`config.mk`:
```
export PLATFORM = sky130hd
export DESIGN_NAME = hsd_top
export DESIGN_NICKNAME = d
export VERILOG_FILES = /design/src/hsd_pkg.sv /design/src/hsd_dec_if.sv /design/src/hsd_decode_core.sv /design/src/hsd_top.sv
export SDC_FILE = /design/constraint.sdc
export NUM_CORES = 1
export LEC_CHECK = 0
export ABC_AREA = 1
export BUFFER_PORTS_ARGS = -buffer_cell sky130_fd_sc_hd__buf_2
export CORE_AREA = 2 2 204 206
export DETAILED_ROUTE_END_ITERATION = 8
export DIE_AREA = 0 0 206 208
export PLACE_DENSITY = 0.57
export SYNTH_ARGS = -nofsm -noshare
export SYNTH_HDL_FRONTEND = slang
export SYNTH_SLANG_ARGS = --single-unit
```
`constraint.sdc`:
```
create_clock -name pclk -period 7.8 [get_ports pclk]
set_input_delay 0 -clock pclk [delete_from_list [all_inputs] [get_ports pclk]]
set_output_delay 0 -clock pclk [all_outputs]
set_load 0.02 [all_outputs]
```
`src/hsd_pkg.sv`:
```
// constants, register map and status layout for the halfword/signed transfer decoder
// assumes: apb slave, 32-bit data, one aligned word per register
`default_nettype none
package hsd_pkg;
  localparam int unsigned ADDR_W = 8;
  localparam int unsigned DATA_W = 32;

  // register byte addresses
  localparam logic [7:0] OFF_INSTR = 8'h00;
  localparam logic [7:0] OFF_FLAGS = 8'h04;
  localparam logic [7:0] OFF_BASE = 8'h08;
  localparam logic [7:0] OFF_OFFREG = 8'h0c;
  localparam logic [7:0] OFF_LDRAW = 8'h10;
  localparam logic [7:0] OFF_CTRL = 8'h14;
  localparam logic [7:0] OFF_STATUS = 8'h18;
  localparam logic [7:0] OFF_ADDR = 8'h1c;
  localparam logic [7:0] OFF_WBVAL = 8'h20;
  localparam logic [7:0] OFF_LDRES = 8'h24;

  localparam logic [31:0] RST_WORD = 32'h0000_0000;
  localparam logic [3:0] RST_FLAGS = 4'h0;
  localparam int unsigned CTRL_GO = 0;

  // flags register bit positions
  localparam int unsigned FLG_V = 0;
  localparam int unsigned FLG_C = 1;
  localparam int unsigned FLG_Z = 2;
  localparam int unsigned FLG_N = 3;

  // instruction field positions
  localparam int unsigned COND_LSB = 28;
  localparam int unsigned CLS_LSB = 25;
  localparam int unsigned PRE_BIT = 24;
  localparam int unsigned UP_BIT = 23;
  localparam int unsigned IMM_BIT = 22;
  localparam int unsigned WB_BIT = 21;
  localparam int unsigned LD_BIT = 20;
  localparam int unsigned BASE_LSB = 16;
  localparam int unsigned XFER_LSB = 12;
  localparam int unsigned HI_LSB = 8;
  localparam int unsigned MARK1_BIT = 7;
  localparam int unsigned SIGN_BIT = 6;
  localparam int unsigned HALF_BIT = 5;
  localparam int unsigned MARK0_BIT = 4;
  localparam int unsigned LO_LSB = 0;

  typedef struct packed {
    logic [3:0] offset_index_field;
    logic [3:0] xfer_field;
    logic [3:0] base_index_field;
    logic half;
    logic sign;
    logic imm;
    logic up;
    logic pre;
    logic wb_en;
    logic load;
    logic undef;
    logic cond_pass;
    logic exec;
  } hsd_status_t;

  localparam int unsigned STATUS_W = $bits(hsd_status_t);
endpackage
`default_nettype wire

```
`src/hsd_dec_if.sv`:
```
// signals between the register front end and the decode core
// assumes: both ends share one clock; the core is purely combinational
`timescale 1ns/1ns
`default_nettype none
interface hsd_dec_if;
  logic [31:0] instr;
  logic [3:0] flags;
  logic [31:0] base_val;
  logic [31:0] offreg_val;
  logic [31:0] load_raw;
  hsd_pkg::hsd_status_t status;
  logic [31:0] xfer_addr;
  logic [31:0] wb_val;
  logic [31:0] load_res;

  modport regs (
    output instr, flags, base_val, offreg_val, load_raw,
    input status, xfer_addr, wb_val, load_res
  );
  modport dec (
    input instr, flags, base_val, offreg_val, load_raw,
    output status, xfer_addr, wb_val, load_res
  );
endinterface
`default_nettype wire

```
`src/hsd_decode_core.sv`:
```
// combinational decode of one halfword/signed transfer instruction
// assumes: operands held stable by the register front end
`timescale 1ns/1ns
`default_nettype none
module hsd_decode_core (
  // operands in, results out
  hsd_dec_if.dec d
);
  function automatic logic cond_ok(input logic [3:0] c, input logic [3:0] f);
    logic n, z, cy, v, res;
    n = f[hsd_pkg::FLG_N];
    z = f[hsd_pkg::FLG_Z];
    cy = f[hsd_pkg::FLG_C];
    v = f[hsd_pkg::FLG_V];
    unique case (c[3:1])
      3'h0: res = z;
      3'h1: res = cy;
      3'h2: res = n;
      3'h3: res = v;
      3'h4: res = cy & ~z;
      3'h5: res = (n == v);
      3'h6: res = ~z & (n == v);
      3'h7: res = 1'b1;
    endcase
    // the odd code inverts, except the always code
    if (c[0] && c[3:1] != 3'h7) begin
      res = ~res;
    end
    return res;
  endfunction

  logic [31:0] ins;
  logic [31:0] offs;
  logic [31:0] moved;
  logic in_class;
  logic bad;
  hsd_pkg::hsd_status_t s;

  always_comb begin
    ins = d.instr;
    s.cond_pass = cond_ok(ins[hsd_pkg::COND_LSB +: 4], d.flags);
    in_class = ins[hsd_pkg::CLS_LSB +: 3] == 3'h0 && ins[hsd_pkg::MARK1_BIT]
      && ins[hsd_pkg::MARK0_BIT];
    s.sign = ins[hsd_pkg::SIGN_BIT];
    s.half = ins[hsd_pkg::HALF_BIT];
    s.load = ins[hsd_pkg::LD_BIT];
    s.base_index_field = ins[hsd_pkg::BASE_LSB +: 4];
    s.xfer_field = ins[hsd_pkg::XFER_LSB +: 4];
    s.offset_index_field = ins[hsd_pkg::LO_LSB +: 4];
    s.imm = ins[hsd_pkg::IMM_BIT];
    s.up = ins[hsd_pkg::UP_BIT];
    s.pre = ins[hsd_pkg::PRE_BIT];
    // a signed store has no defined meaning; flag it rather than transfer
    bad = (!s.load && s.sign)
      || (!s.imm && ins[hsd_pkg::HI_LSB +: 4] != 4'h0);
    s.undef = in_class && (s.sign || s.half) && bad;
    // exchange pattern 00 belongs to another class
    s.exec = s.cond_pass && in_class && (s.sign || s.half) && !bad;
    if (s.imm) begin
      offs = {24'h000000, ins[hsd_pkg::HI_LSB +: 4], ins[hsd_pkg::LO_LSB +: 4]};
    end else begin
      offs = d.offreg_val;
    end
    moved = s.up ? d.base_val + offs : d.base_val - offs;
    d.xfer_addr = s.pre ? moved : d.base_val;
    d.wb_val = moved;
    // post-indexed always writes back; bit 21 there is left to software
    s.wb_en = s.exec && (!s.pre || ins[hsd_pkg::WB_BIT]);
    d.status = s;
    if (!s.sign) begin
      d.load_res = {16'h0000, d.load_raw[15:0]};
    end else if (!s.half) begin
      d.load_res = {{24{d.load_raw[7]}}, d.load_raw[7:0]};
    end else begin
      d.load_res = {{16{d.load_raw[15]}}, d.load_raw[15:0]};
    end
  end
endmodule
`default_nettype wire

```
`src/hsd_top.sv`:
```
// apb front end for the halfword/signed transfer decoder
// assumes: apb master on pclk; operands loaded by software before a decode strobe
//
// The implementer's own choices: the register addresses and the APB interface to the registers.
`timescale 1ns/1ns
`default_nettype none
module hsd_top (
  // clock and reset
  input wire logic pclk,
  input wire logic presetn,
  // apb request
  input wire logic psel,
  input wire logic penable,
  input wire logic pwrite,
  input wire logic [hsd_pkg::ADDR_W-1:0] paddr,
  input wire logic [31:0] pwdata,
  input wire logic [3:0] pstrb,
  // apb answer
  output logic [31:0] prdata,
  output logic pready,
  output logic pslverr
);
  typedef struct packed {
    logic [31:0] instr;
    logic [3:0] flags;
    logic [31:0] base;
    logic [31:0] offreg;
    logic [31:0] ldraw;
    hsd_pkg::hsd_status_t st;
    logic [31:0] addr;
    logic [31:0] wbv;
    logic [31:0] ldres;
    logic [31:0] prdata;
    logic pready;
    logic pslverr;
  } hsd_state_t;

  localparam hsd_state_t RST_STATE = '{
    instr: hsd_pkg::RST_WORD,
    flags: hsd_pkg::RST_FLAGS,
    base: hsd_pkg::RST_WORD,
    offreg: hsd_pkg::RST_WORD,
    ldraw: hsd_pkg::RST_WORD,
    st: '0,
    addr: hsd_pkg::RST_WORD,
    wbv: hsd_pkg::RST_WORD,
    ldres: hsd_pkg::RST_WORD,
    prdata: hsd_pkg::RST_WORD,
    pready: 1'b0,
    pslverr: 1'b0
  };

  hsd_state_t r_reg;
  hsd_state_t r_next;
  hsd_dec_if d ();

  hsd_decode_core hsd_decode_core_inst (
    .d(d)
  );

  assign d.instr = r_reg.instr;
  assign d.flags = r_reg.flags;
  assign d.base_val = r_reg.base;
  assign d.offreg_val = r_reg.offreg;
  assign d.load_raw = r_reg.ldraw;

  function automatic logic mapped(input logic [hsd_pkg::ADDR_W-1:0] a);
    return a == hsd_pkg::OFF_INSTR || a == hsd_pkg::OFF_FLAGS
      || a == hsd_pkg::OFF_BASE || a == hsd_pkg::OFF_OFFREG
      || a == hsd_pkg::OFF_LDRAW || a == hsd_pkg::OFF_CTRL
      || a == hsd_pkg::OFF_STATUS || a == hsd_pkg::OFF_ADDR
      || a == hsd_pkg::OFF_WBVAL || a == hsd_pkg::OFF_LDRES;
  endfunction

  function automatic logic [31:0] merge(input logic [31:0] old, input logic [31:0] nw,
                                        input logic [3:0] be);
    logic [31:0] res;
    res = old;
    for (int i = 0; i < 4; i++) begin
      if (be[i]) begin
        res[i*8 +: 8] = nw[i*8 +: 8];
      end
    end
    return res;
  endfunction

  logic setup;
  logic access;
  logic go;

  always_comb begin
    setup = psel && !penable;
    // write takes effect only at the edge where the master sees pready
    access = psel && penable && r_reg.pready && pwrite && mapped(paddr);
    go = access && paddr == hsd_pkg::OFF_CTRL && pstrb[0] && pwdata[hsd_pkg::CTRL_GO];
    r_next = r_reg;
    r_next.pready = 1'b0;
    r_next.pslverr = 1'b0;
    if (setup) begin
      // answer one cycle after setup: zero wait states
      r_next.pready = 1'b1;
      r_next.pslverr = !mapped(paddr);
      r_next.prdata = 32'h0000_0000;
      if (!pwrite) begin
        unique case (paddr)
          hsd_pkg::OFF_INSTR: r_next.prdata = r_reg.instr;
          hsd_pkg::OFF_FLAGS: r_next.prdata = {28'h0000000, r_reg.flags};
          hsd_pkg::OFF_BASE: r_next.prdata = r_reg.base;
          hsd_pkg::OFF_OFFREG: r_next.prdata = r_reg.offreg;
          hsd_pkg::OFF_LDRAW: r_next.prdata = r_reg.ldraw;
          hsd_pkg::OFF_STATUS: r_next.prdata = {10'h000, r_reg.st};
          hsd_pkg::OFF_ADDR: r_next.prdata = r_reg.addr;
          hsd_pkg::OFF_WBVAL: r_next.prdata = r_reg.wbv;
          hsd_pkg::OFF_LDRES: r_next.prdata = r_reg.ldres;
          default: r_next.prdata = 32'h0000_0000;
        endcase
      end
    end
    if (access) begin
      unique case (paddr)
        hsd_pkg::OFF_INSTR: r_next.instr = merge(r_reg.instr, pwdata, pstrb);
        hsd_pkg::OFF_FLAGS: begin
          if (pstrb[0]) begin
            r_next.flags = pwdata[3:0];
          end
        end
        hsd_pkg::OFF_BASE: r_next.base = merge(r_reg.base, pwdata, pstrb);
        hsd_pkg::OFF_OFFREG: r_next.offreg = merge(r_reg.offreg, pwdata, pstrb);
        hsd_pkg::OFF_LDRAW: r_next.ldraw = merge(r_reg.ldraw, pwdata, pstrb);
        default: r_next.prdata = r_next.prdata;
      endcase
    end
    if (go) begin
      r_next.st = d.status;
      // a suppressed transfer leaves address and write-back at zero
      r_next.addr = d.status.exec ? d.xfer_addr : 32'h0000_0000;
      r_next.wbv = d.status.wb_en ? d.wb_val : 32'h0000_0000;
      r_next.ldres = (d.status.exec && d.status.load) ? d.load_res : 32'h0000_0000;
    end
  end

  always_ff @(posedge pclk or negedge presetn) begin
    if (!presetn) begin
      r_reg <= RST_STATE;
    end else begin
      r_reg <= r_next;
    end
  end

  assign prdata = r_reg.prdata;
  assign pready = r_reg.pready;
  assign pslverr = r_reg.pslverr;

  a_ready_pulse: assert property (@(posedge pclk) disable iff (!presetn)
    psel && !penable |=> r_reg.pready ##1 !r_reg.pready)
    else $error("pready not a single cycle after setup");

  a_cond_gate: assert property (@(posedge pclk) disable iff (!presetn)
    go && !d.status.cond_pass |=> !r_reg.st.exec && !r_reg.st.wb_en && r_reg.wbv == 32'h0)
    else $error("failed predicate still transferred");

  a_class_bits: assert property (@(posedge pclk) disable iff (!presetn)
    go |=> r_reg.st.exec |-> ($past(r_reg.instr[27:25]) == 3'h0
      && $past(r_reg.instr[7]) && $past(r_reg.instr[4])))
    else $error("transfer outside the instruction class");

  a_swap_excl: assert property (@(posedge pclk) disable iff (!presetn)
    go && r_reg.instr[6:5] == 2'b00 |=> !r_reg.st.exec && !r_reg.st.undef)
    else $error("exchange pattern decoded as transfer");

  a_store_undef: assert property (@(posedge pclk) disable iff (!presetn)
    go && r_reg.instr[27:25] == 3'h0 && r_reg.instr[7] && r_reg.instr[4]
      && !r_reg.instr[20] && r_reg.instr[6] |=> r_reg.st.undef && !r_reg.st.exec)
    else $error("signed store not flagged undefined");

  a_imm_up: assert property (@(posedge pclk) disable iff (!presetn)
    go && d.status.exec && r_reg.instr[24:22] == 3'b111
      |=> r_reg.addr == $past(r_reg.base) + {24'h0, $past(r_reg.instr[11:8]),
        $past(r_reg.instr[3:0])})
    else $error("immediate offset address wrong");

  a_reg_down: assert property (@(posedge pclk) disable iff (!presetn)
    go && d.status.exec && r_reg.instr[24:22] == 3'b100
      |=> r_reg.addr == $past(r_reg.base) - $past(r_reg.offreg))
    else $error("register offset subtraction wrong");

  a_post_addr: assert property (@(posedge pclk) disable iff (!presetn)
    go && d.status.exec && !r_reg.instr[24] |=> r_reg.addr == $past(r_reg.base))
    else $error("post-indexed address is not the base");

  a_post_wb: assert property (@(posedge pclk) disable iff (!presetn)
    go && d.status.exec && !r_reg.instr[24] |=> r_reg.st.wb_en)
    else $error("post-indexed transfer without write-back");

  a_pre_wb: assert property (@(posedge pclk) disable iff (!presetn)
    go && d.status.exec && r_reg.instr[24]
      |=> r_reg.st.wb_en == $past(r_reg.instr[21]) && (!r_reg.st.wb_en || r_reg.wbv == r_reg.addr))
    else $error("pre-indexed write-back mismatch");

  a_sext_byte: assert property (@(posedge pclk) disable iff (!presetn)
    go && d.status.exec && r_reg.instr[20] && r_reg.instr[6:5] == 2'b10
      |=> r_reg.ldres == {{24{$past(r_reg.ldraw[7])}}, $past(r_reg.ldraw[7:0])})
    else $error("signed byte not extended from bit 7");

  a_sext_half: assert property (@(posedge pclk) disable iff (!presetn)
    go && d.status.exec && r_reg.instr[20] && r_reg.instr[6:5] == 2'b11
      |=> r_reg.ldres[31:16] == {16{$past(r_reg.ldraw[15])}})
    else $error("signed half not extended from bit 15");

  // bus handshake checks
  a_err_unmapped: assert property (@(posedge pclk) disable iff (!presetn)
    psel && !penable && !mapped(paddr)
      |=> r_reg.pready && r_reg.pslverr)
    else $error("unmapped access without slave error");

  a_err_mapped: assert property (@(posedge pclk) disable iff (!presetn)
    psel && !penable && mapped(paddr)
      |=> r_reg.pready && !r_reg.pslverr)
    else $error("mapped access answered with slave error");

  a_ready_idle: assert property (@(posedge pclk) disable iff (!presetn)
    !(psel && !penable)
      |=> !r_reg.pready && !r_reg.pslverr)
    else $error("answer without a setup cycle");

  a_read_instr: assert property (@(posedge pclk) disable iff (!presetn)
    psel && !penable && !pwrite && paddr == hsd_pkg::OFF_INSTR
      |=> r_reg.prdata == $past(r_reg.instr))
    else $error("instruction read data wrong");

  a_write_full: assert property (@(posedge pclk) disable iff (!presetn)
    access && paddr == hsd_pkg::OFF_OFFREG && pstrb == 4'hf
      |=> r_reg.offreg == $past(pwdata))
    else $error("full word write did not land");

  // decode result checks
  a_result_hold: assert property (@(posedge pclk) disable iff (!presetn)
    !go |=> $stable(r_reg.st) && $stable(r_reg.addr) && $stable(r_reg.wbv)
      && $stable(r_reg.ldres))
    else $error("results changed without a decode strobe");

  a_pred_always: assert property (@(posedge pclk) disable iff (!presetn)
    go && r_reg.instr[31:28] == 4'he
      |=> r_reg.st.cond_pass)
    else $error("always predicate did not pass");

  a_pred_eq: assert property (@(posedge pclk) disable iff (!presetn)
    go && r_reg.instr[31:28] == 4'h0
      |=> r_reg.st.cond_pass == $past(r_reg.flags[hsd_pkg::FLG_Z]))
    else $error("equal predicate does not follow zero flag");

  a_cond_zeroes: assert property (@(posedge pclk) disable iff (!presetn)
    go && !d.status.cond_pass
      |=> r_reg.addr == 32'h0 && r_reg.ldres == 32'h0)
    else $error("failed predicate left address or load result");

  a_class_out: assert property (@(posedge pclk) disable iff (!presetn)
    go && r_reg.instr[27:25] != 3'h0
      |=> !r_reg.st.exec && !r_reg.st.undef)
    else $error("foreign class decoded");

  a_reg_up: assert property (@(posedge pclk) disable iff (!presetn)
    go && d.status.exec && r_reg.instr[24:22] == 3'b110
      |=> r_reg.addr == $past(r_reg.base) + $past(r_reg.offreg))
    else $error("register offset addition wrong");

  a_imm_down: assert property (@(posedge pclk) disable iff (!presetn)
    go && d.status.exec && r_reg.instr[24:22] == 3'b101
      |=> r_reg.addr == $past(r_reg.base) - {24'h0, $past(r_reg.instr[11:8]), $past(r_reg.instr[3:0])})
    else $error("immediate offset subtraction wrong");

  a_post_reg_wb: assert property (@(posedge pclk) disable iff (!presetn)
    go && d.status.exec && r_reg.instr[24:22] == 3'b010
      |=> r_reg.wbv == $past(r_reg.base) + $past(r_reg.offreg))
    else $error("post-indexed write-back value wrong");

  a_pre_no_wb: assert property (@(posedge pclk) disable iff (!presetn)
    go && d.status.exec && r_reg.instr[24] && !r_reg.instr[21]
      |=> r_reg.wbv == 32'h0 && !r_reg.st.wb_en)
    else $error("pre-indexed write-back without request");

  a_reg_fields: assert property (@(posedge pclk) disable iff (!presetn)
    go |=> r_reg.st.base_index_field == $past(r_reg.instr[19:16])
      && r_reg.st.xfer_field == $past(r_reg.instr[15:12]))
    else $error("register number fields wrong");

  a_load_dir: assert property (@(posedge pclk) disable iff (!presetn)
    go && !r_reg.instr[20]
      |=> !r_reg.st.load && r_reg.ldres == 32'h0)
    else $error("store produced a load result");

  a_reg_form_undef: assert property (@(posedge pclk) disable iff (!presetn)
    go && r_reg.instr[27:25] == 3'h0 && r_reg.instr[7] && r_reg.instr[4]
      && r_reg.instr[6:5] != 2'b00 && !r_reg.instr[22] && r_reg.instr[11:8] != 4'h0 |=> r_reg.st.undef)
    else $error("register form with nonzero high nibble accepted");

  a_uhalf_zext: assert property (@(posedge pclk) disable iff (!presetn)
    go && d.status.exec && r_reg.instr[20] && r_reg.instr[6:5] == 2'b01
      |=> r_reg.ldres == {16'h0000, $past(r_reg.ldraw[15:0])})
    else $error("unsigned half not zero extended");

  a_byte_low: assert property (@(posedge pclk) disable iff (!presetn)
    go && d.status.exec && r_reg.instr[6:5] == 2'b10
      |=> r_reg.ldres[7:0] == $past(r_reg.ldraw[7:0]))
    else $error("signed byte not in low lane");

  a_undef_quiet: assert property (@(posedge pclk) disable iff (!presetn)
    go && d.status.undef
      |=> !r_reg.st.exec && r_reg.addr == 32'h0 && r_reg.wbv == 32'h0)
    else $error("undefined encoding still transferred");
endmodule
`default_nettype wire
```
==> impl_metrics.toml, run 1 <==
[synthesis]
yosysTopAreaCell = "dfrtp_1"
yosysMostFrequentCell = "nand2_1"
synth_async_sr_flop_share = 1.00
synth.distinct_cells = 51
avgSynthCellArea_um2 = 7.38
yosys_warnings = 0
ys.flop_type = "dfrtp_1"
netlist_area_mm2 = 0.0161
synth.yosys.seq_area_share = 0.418
synth_common_cells = "nand2_1, dfrtp_1, inv_1, o21ai_0, nand3_1"
synth.area.top_cells = "dfrtp_1, nand2_1, o21ai_0"
syn_inst = 2184
synth_top_area_frac = 0.418
synth_seq_cells = 269
synth-edff-count = 0
syn_nets = 2272

[layout]
nNetsFinal = 2341
stdcell_count = 2807
drive_above_1_share = 0.0989
area_growth_syn_to_layout_pct = 13.1
largest_reg_flops = 103
num_antenna_cells = 0
fin_area_mm2 = 0.0182

[place]
placed_area_mm2 = 0.0167
place_inst = 2701
dpl.hpwl_mm = 41.5
place_congestion = 0.928
post-place-ws_ps = 3780
io_buffers = 82

[job]
maxCapViolCount = 0

[floorplan]
die_y_um = 208
die_width_um = 206
initial_core_util = 0.397
die_area_mm2 = 0.0428
num_io_pins = 83
std_cell_rows = 74
core_mm2 = 0.0406

[setup_path]
reg2regPathDepth = 19
worst-path-max-fanout = 32
path_common_cell = "nand2_1"
r2r_slack_ps = 3670
path_cells = "buf_4 > nand2_1 > nand2_1 > ha_1 > inv_1 > nor3_2 > nand3_1 > o21ai_2 > xnor2_1 > ha_1 > nand2_1 > nor3_1 > nand3_1 > nand3_1 > nand2_1 > nand2_1 > nand2_1 > nand3_1 > o21ai_0"
rr_endpoint = "r_reg[118]$_DFFE_PN0P_"
arrival_ps = 4580
slowest_stage = "nor3_1"
crit_path_end_kind = "flop"
crit_family = "simple AND/OR/NAND/NOR gates"
cp-start-kind = "flop"
cp.depth = 19
crit_path_start = "d.instr[22]$_DFFE_PN0P_"
path_buf_inv = 2
setup.worst_path.class = "flop to flop"
max_stage_delay_ps = 440
required_ps = 8260
r2r_start = "d.instr[22]$_DFFE_PN0P_"
critPathCapture = "r_reg[118]$_DFFE_PN0P_"

[sta]
fmax_mhz = 242
setup_slack_ps = 3670
tightestPinTransition_ps = 1220
rsz0062_at_grt = "false"
drv_slew = 0
setup_viol = 0
period_minus_slack_ps = 4130
period_share = 0.529
clock_skew_ps = 15.4
hold_viol_final = 0
slew-limit-headroom = 0.178
tns_ps = 0

[clocking]
clkSinkCount = 269
cts_buffers = 31
cts_tree = "built"
clock_latency_ps = 590
cts-htree-levels = 1
clockBufferDepth = 3
cts_setup_buffers = 0
ctsRootBufferMaster = "clkbuf_16"
cts_resized = 0
path_clk_slew_ps = 60

[global_routing]
antenna_found_initial = 2
grt_pass1_vias = 15049
grt_use_met2 = 0.419
overflow = 0
grt.total_usage = 0.276
busiest_layer = "met2"
met3_usage = 0.0537
grt_pass1_wl_mm = 89.7
grt_util_met1 = 0.387
grt_max_degree = 166

[pwr]
power.density_mw_per_mm2 = 164
sequentialPowerShare = 0.467
clkPwrFrac = 0.497
p_int_mw = 2.30
ir_drop_mv = 0.160
p_leak_nw = 9.69
p_comb_frac = 0.036
sw_frac_of_total = 0.232
power.switching_mw = 0.695

[drt]
post_drt_wl_per_cell_um = 20.9
vias = 15181
first_pass_iters = 6
routed_wirelength_mm = 58.8
ant_nets = 0
via_per_inst = 5.41
drt_iter0_drc = 1680
drc_errors = 0

[outcome]
status = "completed"

[min_path]
min_path_type = "input pin to flop"
==> worst register-to-register path: stages (launching register included) <==
cell	delay, ps
dfrtp_1	360
buf_4	360
nand2_1	150
nand2_1	130
ha_1	180
inv_1	50
nor3_2	370
nand3_1	210
o21ai_2	270
xnor2_1	140
ha_1	420
nand2_1	150
nor3_1	440
nand3_1	210
nand3_1	130
nand2_1	50
nand2_1	150
nand2_1	70
nand3_1	80
o21ai_0	80
==> final cells by class <==
type,instances,area [um2]
clock buffer,47,956
clock inverter,8,71.3
fill,4119,22300
inverter,277,1040
multi-input combinational,1525,7690
sequential,269,6730
tap,532,666
timing repair buffer,149,1060
==> layout by cell type (no fill, tap or decap), drive strengths merged <==
cell type and n:
buf 98, nor4 3, nand3 134, or2 3
o2111ai 4, fa 1, dlygate4sd3 51, nor2 119
a21o 2, nand4 8, a21oi 69, bufinv 1
clkinv 8, inv 275, xnor2 16, o21bai 8
o21ai 277, nand3b 3, clkinvlp 1, nand2 706
dfrtp 269, o22ai 31, xor2 25, nor3 24
a221oi 18, o31ai 5, o221ai 3, a22o 1
clkbuf 47, ha 38, a31oi 1, o211ai 20
and2 6
==> what timing repair did <==
item,in CTS,in global routing
hold buffers,51,0
setup endpoints to repair,0,0
hold endpoints to repair,249,0
==> cells by family after synthesis <==
| kind of cell | Yosys count | share of synthesized area |
|---|---|---|
| and+or+nand+nor | 1006 | 0.272 |
| DFF | 269 | 0.418 |
| xor gates and xnor gates | 41 | 0.0223 |
| AOI/OAI and AO/OA | 439 | 0.152 |
| adders and majority gates | 39 | 0.0308 |
| buffers and inverters | 390 | 0.105 |
==> per-stage QoR <==
| step | utilization | power (mW) | hold WS (ps) |
|---|---|---|---|
| after floorplan | - | 1.44 | -296 |
| after global placement | 0.411 | 1.51 | 126 |
| after detailed placement | 0.411 | 1.51 | 125 |
| after CTS | 0.449 | 3.01 | 0.155 |
| after global routing | 0.449 | 3.08 | 35.5 |
| final | 0.449 | 2.99 | 8.27 |
==> power groups by stage <==
| stage | Sequential (mW) | Clock, mW | Combinational (mW) |
|---|---|---|---|
| 2_1_floorplan | 1.42 | 0 | 0.0201 |
| 3_3_place_gp | 1.42 | 0 | 0.0910 |
| 3_5_place_dp | 1.42 | 0 | 0.0913 |
| 4_1_cts | 1.40 | 1.50 | 0.108 |
| 5_1_grt | 1.40 | 1.56 | 0.117 |
| 6_report | 1.40 | 1.49 | 0.107 |
==> metal layers <==
metal / share of wire / up-vias / wire (um)
met5: 0.00046 / - / 27
met4: 0.037 / 4 / 2190
li1: - / 7166 / -
met3: 0.083 / 102 / 4850
met2: 0.44 / 626 / 25600
met1: 0.44 / 7283 / 26100
==> worst min path at each step <==
| stage | start | to | slack [ps] | cells after the start |
|---|---|---|---|---|
| 6_report | paddr[1] | pslverr$_DFF_PN0_ | 8 | 5 |
| 5_1_grt | paddr[1] | pslverr$_DFF_PN0_ | 40 | 5 |
| 4_1_cts | paddr[1] | pslverr$_DFF_PN0_ | 0.2 | 5 |
| 3_5_place_dp | presetn | prdata[15]$_DFFE_PN0P_ | 130 | 1 |
| 3_3_place_gp | presetn | prdata[15]$_DFFE_PN0P_ | 130 | 1 |
| 2_1_floorplan | presetn | d.base_val[0]$_DFFE_PN0P_ | -300 | 0 |
No activity file was read; power rests on OpenSTA's default activity.
==> run 2: changes to the inputs <==
clock period = 4.06 ns   (was 7.8 ns; I/O delays follow)
==> impl_metrics.toml, run 2 (synthesis results as in run 1) <==
[outcome]
status = "completed"

[layout]
stdcell_count = 2824
largest_reg_flops = 103
drive_above_1_share = 0.107
area_growth_syn_to_layout_pct = 13.9
final_common_cell = "nand2_1"
fin_area_mm2 = 0.0183
nFillCells = 4148
layout_common_cells = "nand2_1, dfrtp_1, inv_1"
num_antenna_cells = 0
nNetsFinal = 2358

[place]
placed_area_mm2 = 0.0169
place_congestion = 0.950
io_buffers = 82
dpl.hpwl_mm = 42.9
place_inst = 2722

[setup_path]
reg2regPathDepth = 18
r2r_slack_ps = 320
required_ps = 4520
arrival_ps = 4210
crit_family = "simple AND/OR/NAND/NOR gates"
path_common_cell = "nand3_1"
crit_path_end_kind = "flop"
max_stage_delay_ps = 440
worst-path-max-fanout = 7
r2r_start = "d.instr[22]$_DFFE_PN0P_"
rr_endpoint = "r_reg[114]$_DFFE_PN0P_"
cp-start-kind = "flop"
setup.worst_path.class = "flop to flop"
slowest_stage = "dfrtp_1"
path_buf_inv = 4
path_cells = "buf_4 > o21ai_2 > inv_1 > nor3_4 > inv_1 > o31ai_1 > xor2_1 > inv_1 > ha_1 > nand2_1 > o21bai_1 > nand2_1 > nand3_1 > nand2_1 > nand3_1 > nand3_1 > nand3_1 > o21ai_0"

[clocking]
clkSinkCount = 269
ctsRootBufferMaster = "clkbuf_16"
clockBufferDepth = 3
clock_latency_ps = 590
cts_tree = "built"
path_clk_slew_ps = 60
cts-htree-levels = 1
cts_buffers = 30

[sta]
tightestPinTransition_ps = 1060
tns_ps = 0
hold_viol_final = 0
setup_viol = 0
drv_slew = 0
period_share = 0.922
slew-limit-headroom = 0.294
period_minus_slack_ps = 3740
clock_skew_ps = 29.4
fmax_mhz = 267
rsz0062_at_grt = "false"

[drt]
routed_wirelength_mm = 59.3
drc_errors = 0
ant_nets = 0
drt_iter0_drc = 1824
vias = 15269
post_drt_wl_per_cell_um = 21.0
via_per_inst = 5.41
first_pass_iters = 6

[global_routing]
antenna_found_initial = 0
overflow = 0
grt_pass1_wl_mm = 90.6
grt.total_usage = 0.278
grt_pass1_vias = 14646
grt_max_degree = 114

[floorplan]
std_cell_rows = 74
die_y_um = 208
die_width_um = 206
core_mm2 = 0.0406
num_io_pins = 83
initial_core_util = 0.397
die_area_mm2 = 0.0428

[pwr]
p_int_mw = 4.37
clkPwrFrac = 0.492
p_leak_nw = 9.79
p_comb_frac = 0.036
power.switching_mw = 1.32
ir_drop_mv = 0.367
power.density_mw_per_mm2 = 310
sw_frac_of_total = 0.231
sequentialPowerShare = 0.472
fin_total_pwr_mw = 5.69

[min_path]
min_path_type = "input pin to async pin"

[job]
maxCapViolCount = 0
[run 2: cell count changes in the layout (fill, tap and decap cells not counted), sizes merged]
cell,change
buf,+22
bufinv,+1
clkbuf,-2
clkinv,+1
clkinvlp,-1
dlygate4sd3,-4
[run 2: area by class of cell]
cell class	count	area, um2	share of cell area
Sequential cell	269	6730	0.367
Clock buffer	45	888	0.0484
Tap cell	532	666	0.0363
Inverter	277	1040	0.0570
Clock inverter	9	101	0.00553
Timing Repair Buffer	167	1200	0.0655
Multi-Input combinational cell	1525	7710	0.420
[run 2: worst max-delay path by stage]
stage / end / depth (start not counted) / startpoint / slack (ps)
after global placement: r_reg[125]$_DFFE_PN0P_ / 20 / d.instr[22]$_DFFE_PN0P_ / 180
after floorplan: r_reg[81]$_DFFE_PN0P_ / 21 / d.instr[22]$_DFFE_PN0P_ / 900
final: r_reg[114]$_DFFE_PN0P_ / 18 / d.instr[22]$_DFFE_PN0P_ / 320
after CTS: r_reg[125]$_DFFE_PN0P_ / 20 / d.instr[22]$_DFFE_PN0P_ / 130
after global routing: r_reg[114]$_DFFE_PN0P_ / 20 / d.instr[22]$_DFFE_PN0P_ / 20
after detailed placement: r_reg[125]$_DFFE_PN0P_ / 20 / d.instr[22]$_DFFE_PN0P_ / 160
[run 2: timing repair]
item,4_1_cts,5_1_grt
resized for setup,0,5
hold endpoints to repair,243,0
hold buffers,47,0
setup endpoints to repair,0,19
buffers inserted,0,1
[run 2: worst register-to-register path: stages, from the launching register on]
cell      delay (ps)
dfrtp_1          440
buf_4            200
o21ai_2          210
inv_1            110
nor3_4           320
inv_1            100
o31ai_1          260
xor2_1           170
inv_1             60
ha_1             350
nand2_1           90
o21bai_1         370
nand2_1          180
nand3_1          170
nand2_1           90
nand3_1           90
nand3_1          160
nand3_1          160
o21ai_0           90
[run 2: through the flow]
stage          utilization  worst slack, ps  hold slack [ps]
3_3_place_gp         0.416              176              142
5_1_grt              0.452             15.7              133
3_5_place_dp         0.416              164              141
2_1_floorplan            -              899             -296
4_1_cts              0.452              132              102
6_report             0.452              317             24.4
[run 2: power by group through the flow]
stage	clock network, mW	logic [mW]	registers (mW)
final	2.80	0.205	2.68
after global routing	2.93	0.226	2.68
after CTS	2.82	0.208	2.68
after detailed placement	0	0.178	2.73
after global placement	0	0.177	2.73
after floorplan	0	0.0387	2.73
[run 2: metal layers]
layer  vias to the layer above  wire length [um]  GRT usage
li1                       7196                 -          -
met5                         -                 0          0
met1                      7274             26000      0.400
met2                       705             26400      0.432
met4                         0              1730     0.0818
met3                        94              5130     0.0428
